===== src/design/iser_defines.svh =====
// Purpose: Constants of the status and event reporting block
// Assumes: One clock, power-on reset on sys_rst_i
// Notes:   Offsets are bit positions; the registers have no bus address
`ifndef ISER_DEFINES_SVH
`define ISER_DEFINES_SVH

`define ISER_ESR_OPC       0
`define ISER_ESR_QUERY     2
`define ISER_ESR_DEVICE    3
`define ISER_ESR_EXEC      4
`define ISER_ESR_COMMAND   5
`define ISER_ESR_POWER_ON  7
`define ISER_ESR_USED      8'hbd
`define ISER_ESR_RESET     8'h80
`define ISER_ESE_RESET     8'h00

`define ISER_QUES_VOLT     0
`define ISER_QUES_TEMP     4
`define ISER_QUES_OHM      9
`define ISER_QUES_USED     16'h0211
`define ISER_QUES_RESET    16'h0000
`define ISER_QEN_RESET     16'h0000

`define ISER_STB_QSUM      3
`define ISER_STB_MAV       4
`define ISER_STB_ESB       5

`define ISER_OUTBUF_DEPTH  5'h10
`define ISER_CNT_W         5

`endif


===== src/design/iser_pkg.sv =====
// Purpose: Types shared by the status and event reporting block
// Assumes: Command strobes come from a parser on the same clock
// Notes:   Every strobe is a one-cycle pulse
package iser_pkg;

    typedef struct packed {
        logic cls;
        logic esr_query;
        logic ques_query;
        logic ese_write;
        logic qen_write;
        logic preset;
        logic opc;
        logic read_cmd;
        logic init_cmd;
    } iser_cmd_t;

    typedef struct packed {
        logic self_test_fail;
        logic cal_fail;
        logic exec_fail;
        logic syntax_err;
        logic volt_ovld;
        logic temp_ovld;
        logic ohm_ovld;
    } iser_evt_t;

    typedef enum logic [1:0] {
        ISER_MAV_IDLE,
        ISER_MAV_WAIT_FIRST,
        ISER_MAV_WAIT_ALL
    } iser_mav_state_t;

endpackage : iser_pkg


===== src/design/iser_status_core.sv =====
// Purpose: Standard event and questionable latches, summary bits, message available
// Assumes: Command and event strobes are one-cycle pulses on clk_i
// Notes:   sys_rst_i is the power-on reset; device clear never reaches the latches
`timescale 1ns/10ps
`include "iser_defines.svh"
module iser_status_core
    import iser_pkg::*;
(
    input  wire logic                   clk_i,
    input  wire logic                   sys_rst_i,
    input  wire logic                   ce_i,
    input  wire iser_cmd_t              cmd_i,
    input  wire logic [7:0]             ese_wdata_i,
    input  wire logic [15:0]            qen_wdata_i,
    input  wire logic                   psc_setting_i,
    input  wire logic [7:0]             ese_retained_i,
    input  wire logic                   cmds_idle_i,
    input  wire iser_evt_t              evt_i,
    input  wire logic                   reading_trigger_i,
    input  wire logic                   meas_all_done_i,
    input  wire logic                   reading_push_i,
    input  wire logic                   query_push_i,
    input  wire logic                   host_read_i,
    input  wire logic                   new_line_i,
    input  wire logic                   in_buf_full_i,
    output logic      [7:0]             esr_o,
    output logic      [15:0]            ques_o,
    output logic      [7:0]             ese_o,
    output logic      [15:0]            qen_o,
    output logic      [7:0]             stb_o,
    output logic                        mav_o,
    output logic                        err_push_o,
    output logic      [7:0]             err_code_o,
    output logic                        reading_halt_o,
    output logic                        opc_pending_o,
    output logic                        out_full_o
);

    logic                  boot;
    logic                  opc_pend;
    logic                  opc_fire;
    logic [7:0]            esr_set;
    logic [15:0]           ques_set;
    logic                  ese_wr;
    logic [7:0]            ese_wdata;
    logic                  ese_clr;
    logic                  esb_sum;
    logic                  qsum;
    logic                  any_ovld;
    logic                  qry_err;
    logic                  read_empty;
    logic                  overrun;
    logic                  both_full;
    logic                  out_full;
    logic                  push_ok;
    logic                  pop_ok;
    logic                  msg_push;
    logic [`ISER_CNT_W-1:0] msg_count;
    logic [`ISER_CNT_W-1:0] next_msg_count;
    logic                  mav_set;
    logic                  next_mav;
    logic [7:0]            err_bits;
    iser_mav_state_t       mav_state;
    iser_mav_state_t       next_mav_state;

    // First enabled cycle after power-on applies the stored mask when the stored setting is 0
    always_ff @(posedge clk_i or posedge sys_rst_i) begin
        if (sys_rst_i) begin
            boot <= 1'b1;
        end else if (ce_i) begin
            boot <= 1'b0;
        end
    end

    // Stored setting 0 keeps the mask, setting 1 leaves the cleared reset value
    assign ese_wr    = cmd_i.ese_write || (boot && !psc_setting_i);
    assign ese_wdata = cmd_i.ese_write ? ese_wdata_i : ese_retained_i;
    assign ese_clr   = 1'b0;

    // OPC waits for every earlier command to finish
    assign opc_fire = (opc_pend || cmd_i.opc) && cmds_idle_i;

    always_ff @(posedge clk_i or posedge sys_rst_i) begin
        if (sys_rst_i) begin
            opc_pend <= 1'b0;
        end else if (ce_i) begin
            opc_pend <= (opc_pend || cmd_i.opc) && !cmds_idle_i;
        end
    end

    // Output buffer bookkeeping
    assign out_full   = (msg_count == `ISER_OUTBUF_DEPTH);
    assign msg_push   = reading_push_i || query_push_i;
    assign push_ok    = msg_push && (!out_full || host_read_i);
    assign pop_ok     = host_read_i && (msg_count != '0);

    iser_msg_count #(
        .W            (`ISER_CNT_W)
    ) u_msg_count (
        .clk_i        (clk_i),
        .sys_rst_i    (sys_rst_i),
        .ce_i         (ce_i),
        .push_i       (push_ok),
        .pop_i        (pop_ok),
        .count_o      (msg_count),
        .next_count_o (next_msg_count)
    );

    // Three query error causes
    assign read_empty = host_read_i && (msg_count == '0) && !msg_push;
    assign overrun    = new_line_i && (msg_count != '0);
    assign both_full  = in_buf_full_i && out_full;
    assign qry_err    = read_empty || overrun || both_full;

    assign any_ovld   = evt_i.volt_ovld || evt_i.temp_ovld || evt_i.ohm_ovld;

    // Standard event sources; bits 1 and 6 never set
    always_comb begin
        esr_set                    = 8'h00;
        esr_set[`ISER_ESR_OPC]     = opc_fire;
        esr_set[`ISER_ESR_QUERY]   = qry_err;
        esr_set[`ISER_ESR_DEVICE]  = evt_i.self_test_fail || evt_i.cal_fail
                                     || any_ovld;
        esr_set[`ISER_ESR_EXEC]    = evt_i.exec_fail;
        esr_set[`ISER_ESR_COMMAND] = evt_i.syntax_err;
    end

    // Overload bits at weights 1, 16, 512
    always_comb begin
        ques_set                  = 16'h0000;
        ques_set[`ISER_QUES_VOLT] = evt_i.volt_ovld;
        ques_set[`ISER_QUES_TEMP] = evt_i.temp_ovld;
        ques_set[`ISER_QUES_OHM]  = evt_i.ohm_ovld;
    end

    // Power-on flag comes from the reset value of the latch
    iser_event_latch #(
        .W         (8),
        .USED      (`ISER_ESR_USED),
        .EVT_RESET (`ISER_ESR_RESET),
        .EN_RESET  (`ISER_ESE_RESET)
    ) u_std_event (
        .clk_i     (clk_i),
        .sys_rst_i (sys_rst_i),
        .ce_i      (ce_i),
        .set_i     (esr_set),
        .clr_i     (cmd_i.cls || cmd_i.esr_query),
        .en_wr_i   (ese_wr),
        .en_data_i (ese_wdata),
        .en_clr_i  (ese_clr),
        .evt_o     (esr_o),
        .en_o      (ese_o),
        .sum_o     (esb_sum)
    );

    // Questionable mask cleared at power-up whatever the stored setting
    iser_event_latch #(
        .W         (16),
        .USED      (`ISER_QUES_USED),
        .EVT_RESET (`ISER_QUES_RESET),
        .EN_RESET  (`ISER_QEN_RESET)
    ) u_ques_event (
        .clk_i     (clk_i),
        .sys_rst_i (sys_rst_i),
        .ce_i      (ce_i),
        .set_i     (ques_set),
        .clr_i     (cmd_i.cls || cmd_i.ques_query),
        .en_wr_i   (cmd_i.qen_write),
        .en_data_i (qen_wdata_i),
        .en_clr_i  (cmd_i.preset),
        .evt_o     (ques_o),
        .en_o      (qen_o),
        .sum_o     (qsum)
    );

    // Error queue entry for every error flag except overloads
    always_comb begin
        err_bits                    = 8'h00;
        err_bits[`ISER_ESR_QUERY]   = qry_err;
        err_bits[`ISER_ESR_DEVICE]  = evt_i.self_test_fail || evt_i.cal_fail;
        err_bits[`ISER_ESR_EXEC]    = evt_i.exec_fail;
        err_bits[`ISER_ESR_COMMAND] = evt_i.syntax_err;
    end

    always_ff @(posedge clk_i or posedge sys_rst_i) begin
        if (sys_rst_i) begin
            err_push_o <= 1'b0;
            err_code_o <= 8'h00;
        end else if (ce_i) begin
            err_push_o <= |err_bits;
            err_code_o <= err_bits;
        end
    end

    // Message-available sequencing
    always_comb begin
        next_mav_state = mav_state;
        mav_set        = query_push_i;
        case (mav_state)
            ISER_MAV_IDLE: begin
                if (cmd_i.read_cmd) begin
                    next_mav_state = ISER_MAV_WAIT_FIRST;
                end else if (cmd_i.init_cmd) begin
                    next_mav_state = ISER_MAV_WAIT_ALL;
                end
            end
            ISER_MAV_WAIT_FIRST: begin
                // Later readings of the same request are not tracked
                if (reading_trigger_i) begin
                    mav_set        = 1'b1;
                    next_mav_state = ISER_MAV_IDLE;
                end
            end
            ISER_MAV_WAIT_ALL: begin
                // Stored readings only count once the whole run is done
                if (meas_all_done_i) begin
                    mav_set        = 1'b1;
                    next_mav_state = ISER_MAV_IDLE;
                end
            end
            default: begin
                next_mav_state = ISER_MAV_IDLE;
            end
        endcase
    end

    always_ff @(posedge clk_i or posedge sys_rst_i) begin
        if (sys_rst_i) begin
            mav_state <= ISER_MAV_IDLE;
        end else if (ce_i) begin
            mav_state <= next_mav_state;
        end
    end

    // Drops only on the read that drains the buffer; a new set wins
    assign next_mav = mav_set || (mav_o && !(host_read_i && (next_msg_count == '0)));

    always_ff @(posedge clk_i or posedge sys_rst_i) begin
        if (sys_rst_i) begin
            mav_o <= 1'b0;
        end else if (ce_i) begin
            mav_o <= next_mav;
        end
    end

    // Status byte summary bits; request service and operation bits are left out
    // Wired from the summary flops: another stage would make summaries lag
    always_comb begin
        stb_o                 = 8'h00;
        stb_o[`ISER_STB_QSUM] = qsum;
        stb_o[`ISER_STB_MAV]  = mav_o;
        stb_o[`ISER_STB_ESB]  = esb_sum;
    end

    // Reading engine stalls while OPC waits and the buffer is full
    always_ff @(posedge clk_i or posedge sys_rst_i) begin
        if (sys_rst_i) begin
            reading_halt_o <= 1'b0;
            opc_pending_o  <= 1'b0;
            out_full_o     <= 1'b0;
        end else if (ce_i) begin
            reading_halt_o <= (opc_pend || cmd_i.opc) && !cmds_idle_i
                              && (next_msg_count == `ISER_OUTBUF_DEPTH);
            opc_pending_o  <= (opc_pend || cmd_i.opc) && !cmds_idle_i;
            out_full_o     <= (next_msg_count == `ISER_OUTBUF_DEPTH);
        end
    end

endmodule : iser_status_core


===== src/design/iser_event_latch.sv =====
// Purpose: One event register with its enable mask and summary bit
// Assumes: Set, clear and enable strobes on the same clock
// Notes:   Summary is registered from next values, so it moves with the latch
`timescale 1ns/10ps
module iser_event_latch #(
    parameter int          W          = 8,
    parameter logic [W-1:0] USED      = '1,
    parameter logic [W-1:0] EVT_RESET = '0,
    parameter logic [W-1:0] EN_RESET  = '0
) (
    input  wire logic         clk_i,
    input  wire logic         sys_rst_i,
    input  wire logic         ce_i,
    input  wire logic [W-1:0] set_i,
    input  wire logic         clr_i,
    input  wire logic         en_wr_i,
    input  wire logic [W-1:0] en_data_i,
    input  wire logic         en_clr_i,
    output logic      [W-1:0] evt_o,
    output logic      [W-1:0] en_o,
    output logic              sum_o
);

    logic [W-1:0] next_evt;
    logic [W-1:0] next_en;

    // Set wins over the clearing query
    assign next_evt = ((clr_i ? '0 : evt_o) | set_i) & USED;

    // Reading never touches the mask; zero write clears it
    always_comb begin
        next_en = en_o;
        if (en_clr_i) begin
            next_en = '0;
        end else if (en_wr_i) begin
            next_en = en_data_i;
        end
    end

    always_ff @(posedge clk_i or posedge sys_rst_i) begin
        if (sys_rst_i) begin
            evt_o <= EVT_RESET;
        end else if (ce_i) begin
            evt_o <= next_evt;
        end
    end

    always_ff @(posedge clk_i or posedge sys_rst_i) begin
        if (sys_rst_i) begin
            en_o <= EN_RESET;
        end else if (ce_i) begin
            en_o <= next_en;
        end
    end

    // Summary tracks the contents with no extra cycle
    always_ff @(posedge clk_i or posedge sys_rst_i) begin
        if (sys_rst_i) begin
            sum_o <= |(EVT_RESET & EN_RESET);
        end else if (ce_i) begin
            sum_o <= |(next_evt & next_en);
        end
    end

endmodule : iser_event_latch


===== src/design/iser_msg_count.sv =====
// Purpose: Occupancy count of messages waiting in the output buffer
// Assumes: Caller blocks push when full and pop when empty
// Notes:   next_count_o lets the caller act in the same cycle
`timescale 1ns/10ps
module iser_msg_count #(
    parameter int W = 5
) (
    input  wire logic         clk_i,
    input  wire logic         sys_rst_i,
    input  wire logic         ce_i,
    input  wire logic         push_i,
    input  wire logic         pop_i,
    output logic      [W-1:0] count_o,
    output logic      [W-1:0] next_count_o
);

    always_comb begin
        next_count_o = count_o;
        if (push_i && !pop_i) begin
            next_count_o = W'(count_o + 1'b1);
        end else if (pop_i && !push_i) begin
            next_count_o = W'(count_o - 1'b1);
        end
    end

    always_ff @(posedge clk_i or posedge sys_rst_i) begin
        if (sys_rst_i) begin
            count_o <= '0;
        end else if (ce_i) begin
            count_o <= next_count_o;
        end
    end

endmodule : iser_msg_count


===== config.mk =====
export PLATFORM = sky130hd
export DESIGN_NAME = iser_status_core
export DESIGN_NICKNAME = d
export VERILOG_FILES = /design/src/design/iser_pkg.sv /design/src/design/iser_status_core.sv /design/src/design/iser_event_latch.sv /design/src/design/iser_msg_count.sv
export VERILOG_INCLUDE_DIRS = /design/src /design/src/design
export SDC_FILE = /design/constraint.sdc
export NUM_CORES = 1
export LEC_CHECK = 0
export BUFFER_PORTS_ARGS = -buffer_cell sky130_fd_sc_hd__buf_2
export CAP_MARGIN = 15
export CORE_MARGIN = 2
export CORE_UTILIZATION = 35
export DETAILED_ROUTE_END_ITERATION = 10
export GPL_TIMING_DRIVEN = 0
export PLACE_DENSITY = 0.64
export SKIP_LAST_GASP = 1
export SLEW_MARGIN = 20
export SYNTH_ARGS = -nofsm -noshare
export SYNTH_HDL_FRONTEND = slang
export SYNTH_HIERARCHICAL = 1
export SYNTH_SLANG_ARGS = --single-unit

===== constraint.sdc =====
create_clock -name clk_i -period 2.8 [get_ports clk_i]
set_input_delay 0.56 -clock clk_i [delete_from_list [all_inputs] [get_ports clk_i]]
set_output_delay 0.56 -clock clk_i [all_outputs]
set_load 0.02 [all_outputs]

# Yosys cells after proc, flatten, opt, wreduce, memory -nomap -nowiden
# Index checks and enable logic that the tools add are counted.
# op_classes
muxes	16
reduce_logical	42
eq_ne	7
n_addsub	2
bitwise_logic	4
# op_table
cell	n
2-to-1 mux 16 bit	2
2-to-1 mux 8 bit	3
bitwise AND 10 x 16 -> 16 bit	1
OR reduction 16 bit	1
logical AND 1 bit	14
logical OR 1 bit	13
== test 5 bit (second input constant)	2
zero test 5 bit	2
2-to-1 mux 10 bit	1
2-to-1 mux 5 bit	2
bitwise OR 10 bit	1
bitwise AND 8 bit	1
2-to-1 mux 2 bit	4
bitwise OR 8 x 6 -> 8 bit	1
OR reduction 8 bit	1
zero test 1 bit	7
case mux 2 bit (3 select lines)	1
adder 5 x 1 -> 5 bit (second input constant)	1
nonzero test 5 bit	1
subtractor 5 x 1 -> 5 bit (second input constant)	1
!= test 2 bit (second input constant)	2
AND reduction 4 bit	1
OR reduction 4 bit	1
!= test 3 bit (second input constant)	1
5 further kinds	6
# totals
wordCells	86
ff_bits	52
out_inout_bits	69

# Depth between registers and ports, before layout
# logic_depth
ltp_word	13
mapped_depth	10
ltp_nobuf	9

# Cells and area by module
# The synthesis kept the hierarchy.
# by_module_without_submodules
mod	seq_area_each_um2	n_inst	area_per_inst_um2	cells_each
iser_event_latch at u_ques_event	500.5	1	1034.7	90
iser_status_core	301.5	1	874.6	93
iser_event_latch at u_std_event	376.6	1	745.7	68
iser_msg_count	125.1	1	425.4	46

# Least setup slack after synthesis
# OpenSTA, ideal clock, no wires.
# synth_timing
kind	register to register
start	register u_msg_count.count_o[1]
end	register mav_o
stages_incl_launch_ff	9
path_buffers	0
arrival_ps	2408
slack_ps	271
synth_period_minus_slack_ps	2529
t_required_ps	2679
cell_sequence	dfrtp_1 -> nor4_4 -> a31oi_1 -> or4b_1 -> o22ai_1 -> xor2_1 -> nor4_1 -> nand4b_1 -> a22o_1
# synth_between
elab_chain_cells	13
word_cells_on_any_way	19
cone_classes	add/sub (2); eq/ne (1); mux (2); reduce/logical (14)
# synth_lines
element	line_no	text
start, declared	iser_msg_count.sv:13	output logic [W-1:0] count_o,
start signal, assigned	iser_msg_count.sv:30	count_o <= next_count_o;
== test 5 bit (no source line) (*)	--	
zero test 1 bit (*)	iser_status_core.sv:94	assign push_ok = msg_push && (!out_full || host_read_i);
logical OR 1 bit (*)	iser_status_core.sv:94	
logical AND 1 bit (*)	iser_status_core.sv:94	
named net push_ok	iser_status_core.sv:55	logic push_ok;
zero test 1 bit	iser_msg_count.sv:21	end else if (pop_i && !push_i) begin
logical AND 1 bit	iser_msg_count.sv:21	
2-to-1 mux 5 bit	iser_msg_count.sv:21	
2-to-1 mux 5 bit (*)	iser_msg_count.sv:19	if (push_i && !pop_i) begin
named net next_msg_count[3]	iser_status_core.sv:59	logic [`ISER_CNT_W-1:0] next_msg_count;
zero test 5 bit (*)	iser_status_core.sv:236	assign next_mav = mav_set || (mav_o && !(host_read_i && (next_msg_count == '0)));
logical AND 1 bit (*)	iser_status_core.sv:236	
zero test 1 bit (*)	iser_status_core.sv:236	
logical AND 1 bit (*)	iser_status_core.sv:236	
logical OR 1 bit (*)	iser_status_core.sv:236	
end signal, assigned	iser_status_core.sv:242	mav_o <= next_mav;
end, declared	iser_status_core.sv:31	output logic mav_o,
# The timed path passes the listed nets; every way through them passes the cells marked *.
# A chain may end at the register's enable or synchronous reset.

# Worst setup path in the final report
# layout_timing
start	register u_msg_count.count_o[0]
end	register mav_o
# Same word-level chain as after synthesis.

==> impl_metrics.prom <==
# TYPE chip_impl_metric gauge
chip_impl_info{name="outcome",value="completed"} 1
chip_impl_info{name="cts_tree",value="built"} 1
chip_impl_info{name="ctsRootBufferMaster",value="clkbuf_8"} 1
chip_impl_metric{name="cts_hold_buf",unit=""} 0
chip_impl_metric{name="placed_cells_incl_taps",unit=""} 535
chip_impl_metric{name="number_of_flops_mapped_to_enable_cells_by_yosys",unit=""} 0
chip_impl_metric{name="die_width",unit="um"} 97.8
chip_impl_metric{name="cts_made_buffers",unit=""} 5
chip_impl_metric{name="gr-usage-met3",unit="%"} 3.36
chip_impl_info{name="reg2reg_from",value="u_msg_count/count_o[0]$_DFFE_PP0P_"} 1
chip_impl_info{name="timing_worst_setup_path_type",value="reg -> reg"} 1
chip_impl_metric{name="detailed_place_hpwl",unit="um"} 5660
chip_impl_metric{name="postSynthRegisterBits",unit=""} 52
chip_impl_info{name="path_delay_family",value="simple AND/OR/NAND/NOR gates"} 1
chip_impl_metric{name="met1_usage",unit="%"} 20.5
chip_impl_metric{name="power_density",unit="nW/um^2"} 587
chip_impl_metric{name="setup_violation_total_in_the_final_timing_report",unit=""} 0
chip_impl_metric{name="crit_required",unit="ns"} 2.99
chip_impl_info{name="worst_setup_path_end_kind",value="flip-flop"} 1
chip_impl_metric{name="syn_area",unit="um^2"} 3080
chip_impl_metric{name="drt_iter0_drc",unit=""} 108
chip_impl_metric{name="clkLatencyLatePin",unit="ns"} 0.30
chip_impl_metric{name="vias_per_cell",unit=""} 4.79
chip_impl_metric{name="start_util",unit="%"} 35.7
chip_impl_metric{name="gr-usage-all-layers",unit="%"} 15.4
chip_impl_metric{name="syn_to_final_growth",unit="%"} 28.8
chip_impl_metric{name="drive_above_1_share",unit="%"} 42.2
chip_impl_metric{name="synth_cells",unit=""} 297
chip_impl_metric{name="antennaDiodeCount",unit=""} 0
chip_impl_metric{name="cts_max_level",unit=""} 2
chip_impl_metric{name="grt_overflow_total",unit=""} 0
chip_impl_metric{name="clockBufferDepth",unit=""} 2
chip_impl_metric{name="postSynth.asyncResetShare",unit="%"} 100
chip_impl_metric{name="wire_per_inst",unit="um"} 13.4
chip_impl_info{name="leading_cell_type_in_the_layout_fill_and_taps_excluded",value="buf_2"} 1
chip_impl_metric{name="drt_first_pass_iters",unit=""} 4
chip_impl_metric{name="period_needed",unit="ns"} 2.66
chip_impl_metric{name="placement.cell_area",unit="um^2"} 3830
chip_impl_metric{name="gp_routability_congestion",unit=""} 0.741
chip_impl_metric{name="via_count",unit=""} 2616
chip_impl_metric{name="power.leakage",unit="uW"} 0.00203
chip_impl_info{name="min_path_type",value="in -> async"} 1
chip_impl_metric{name="syn_area_per_cell",unit="um^2"} 10.4
chip_impl_metric{name="worst-path-max-fanout",unit=""} 8
chip_impl_metric{name="min_period_over_period",unit="%"} 95.1
chip_impl_metric{name="worst_slew_margin_rel",unit="%"} 48.6
chip_impl_metric{name="pin_count_of_the_biggest_net_entering_global_routing",unit=""} 21
chip_impl_metric{name="reg2reg_setup_slack",unit="ns"} 0.14
chip_impl_info{name="cp_slowest_cell",value="or4b_1"} 1
chip_impl_metric{name="synth_seq_area_share",unit="%"} 42.3
chip_impl_metric{name="num-nets-final",unit=""} 502
chip_impl_metric{name="finalSetupTns",unit="ns"} 0
chip_impl_metric{name="gr-usage-met2",unit="%"} 25.5
chip_impl_metric{name="die_area",unit="um^2"} 9570
chip_impl_metric{name="worst_r2r_path_depth",unit=""} 8
chip_impl_metric{name="critical_path_arrival",unit="ns"} 2.86
chip_impl_metric{name="maxCapViolCount",unit=""} 0
chip_impl_metric{name="final_area",unit="um^2"} 3970
chip_impl_metric{name="chipHeight",unit="um"} 97.8
chip_impl_metric{name="final.setup_skew",unit="ns"} 0.00688
chip_impl_metric{name="tritoncts_num_sinks",unit=""} 52
chip_impl_info{name="list_of_cells_traversed_by_the_critical_path",value="nor4_4 > a31oi_4 > or4b_1 > o22ai_1 > xor2_1 > nor4_2 > nand4b_1 > a22o_1"} 1
chip_impl_metric{name="route.final.wire_length",unit="um"} 7320
chip_impl_metric{name="clkTransAtPathRegs",unit="ns"} 0.10
chip_impl_metric{name="io_buffer_count",unit=""} 101
chip_impl_metric{name="yosys.cell_types.count",unit=""} 56
chip_impl_info{name="r2r_end",value="mav_o$_DFFE_PP0P_"} 1
chip_impl_metric{name="final_antenna_net_count",unit=""} 0
chip_impl_metric{name="fillers",unit=""} 861
chip_impl_metric{name="post-route-drc-count",unit=""} 0
chip_impl_metric{name="finalNonFillerCells",unit=""} 546
chip_impl_metric{name="design.portCount",unit=""} 129
chip_impl_metric{name="antenna_found_initial",unit=""} 0
chip_impl_metric{name="rows",unit=""} 34
chip_impl_info{name="layout_common_cells",value="buf_2, dfrtp_1, conb_1"} 1
chip_impl_metric{name="first_global_vias",unit=""} 2519
chip_impl_metric{name="core-area",unit="um^2"} 8640
chip_impl_metric{name="hold_viol_final",unit=""} 0
chip_impl_metric{name="postLayoutSetupSlackWorst",unit="ns"} 0.138
chip_impl_metric{name="vdd.ir_drop.worst",unit="mV"} 0.327
chip_impl_metric{name="grt_pass1_wl",unit="um"} 12000
chip_impl_metric{name="max_freq",unit="GHz"} 0.376
chip_impl_metric{name="worst_path_buf_inv",unit=""} 0
chip_impl_info{name="timing.critical_path.from_type",value="flip-flop"} 1
chip_impl_info{name="layer_with_the_highest_usage",value="met2"} 1
chip_impl_info{name="ys_flop_type",value="dfrtp_1"} 1
chip_impl_metric{name="worst_slew_pin_slew",unit="ns"} 0.770
chip_impl_metric{name="yosys_warnings",unit=""} 6
chip_impl_metric{name="final-max-slew-violation-count",unit=""} 0
chip_impl_metric{name="dp_slack",unit="ns"} -0.238
chip_impl_metric{name="critical-path-max-stage-delay",unit="ns"} 0.55
chip_impl_metric{name="post_route_core_utilization",unit="%"} 45.9
==> how the worst max path moves through the flow <==
| stage | from | slack [ns] | cells past startpoint | endpoint |
|---|---|---|---|---|
| 6_report | u_msg_count/count_o[0]$_DFFE_PP0P_ | 0.14 | 8 | mav_o$_DFFE_PP0P_ |
| 2_1_floorplan | u_msg_count/count_o[1]$_DFFE_PP0P_ | 0.27 | 8 | mav_o$_DFFE_PP0P_ |
| 3_3_place_gp | u_msg_count/count_o[1]$_DFFE_PP0P_ | -0.15 | 8 | mav_o$_DFFE_PP0P_ |
| 5_1_grt | u_msg_count/count_o[0]$_DFFE_PP0P_ | -0.05 | 11 | out_full_o$_DFFE_PP0P_ |
| 4_1_cts | u_msg_count/count_o[1]$_DFFE_PP0P_ | 0.006 | 8 | mav_o$_DFFE_PP0P_ |
| 3_5_place_dp | u_msg_count/count_o[1]$_DFFE_PP0P_ | -0.24 | 8 | mav_o$_DFFE_PP0P_ |
==> registers in the layout, indices dropped and copies added (netlist names), 2 cells and up <==
register and cells:
u_ques_event/en_o 16, u_msg_count/count_o 5, err_code_o 4, u_std_event/en_o 8, mav_state 2, u_std_event/evt_o 6, u_ques_event/evt_o 3
==> through the flow <==
step	total power [uW]	hold WS (ns)
floorplan	1610	0.339
global placement	1830	0.475
detailed placement	1850	0.478
CTS	2330	0.171
global route	2500	0.166
finish	2330	0.178
==> power by group <==
part           internal, uW  total (uW)  switching, uW
logic                   405         878            473
clock network           202         443            241
registers               874        1010            135
total                  1480        2330            849
==> per-layer routing <==
layer	part of all wire (%)	up-vias
li1	-	1282
met3	5.6	9
met2	48	82
met5	0	-
met1	45	1243
met4	1.7	0
==> worst reg2reg max path, cell delays in order, from the launching register on <==
cell and delay [ns]:
dfrtp_2 0.47, nor4_4 0.38, a31oi_4 0.19, or4b_1 0.55
o22ai_1 0.20, xor2_1 0.12, nor4_2 0.30, nand4b_1 0.15
a22o_1 0.20
==> area by class of cell <==
cell class              count  area [um^2]  area share [%]
well taps                 108          135            3.41
multi-input cells         211         1510            38.2
repair buffers            104          528            13.3
plain buffers              42          309            7.79
flip-flops and latches     52         1310            33.0
clock buffers               8         90.1            2.27
inverters                  21         83.8            2.11
==> cell usage after synthesis (3+ instances only) <==
cell | number | share of area, %
a21oi_1 | 20 | 3.2
a22o_1 | 17 | 4.8
a32o_1 | 8 | 2.6
buf_2 | 7 | 1.1
buf_4 | 28 | 6.8
buf_6 | 5 | 1.8
conb_1 | 3 | 0.37
dfrtp_1 | 50 | 41
ha_1 | 5 | 2.0
inv_1 | 20 | 2.4
mux2_2 | 12 | 4.4
mux2i_1 | 8 | 2.6
nand2_1 | 8 | 0.97
nand2b_1 | 3 | 0.61
nand3_1 | 7 | 1.1
nor2_1 | 10 | 1.2
nor2b_1 | 11 | 2.2
o21a_1 | 3 | 0.73
o21ai_0 | 3 | 0.49
o22ai_1 | 9 | 1.8
o2bb2ai_1 | 7 | 2.0
or2_2 | 3 | 0.61
xor2_1 | 6 | 1.7
==> timing repair <==
| item | CTS | global route |
|---|---|---|
| setup buffers | 1 | 2 |
| endpoints found under the setup margin | 3 | 3 |
| gates resized for setup | 4 | 2 |
| pin swaps | 1 | 2 |
==> cell families after synthesis <==
kind of cell | synth area share [%]
buf+inv | 12.8
other cells | 0.366
simple gates | 11.2
flops | 42.3
compound gates | 21.1
mux | 7.96
xor+xnor | 2.27
fa+ha+maj | 2.03
No activity file was read; power rests on OpenSTA's default activity.
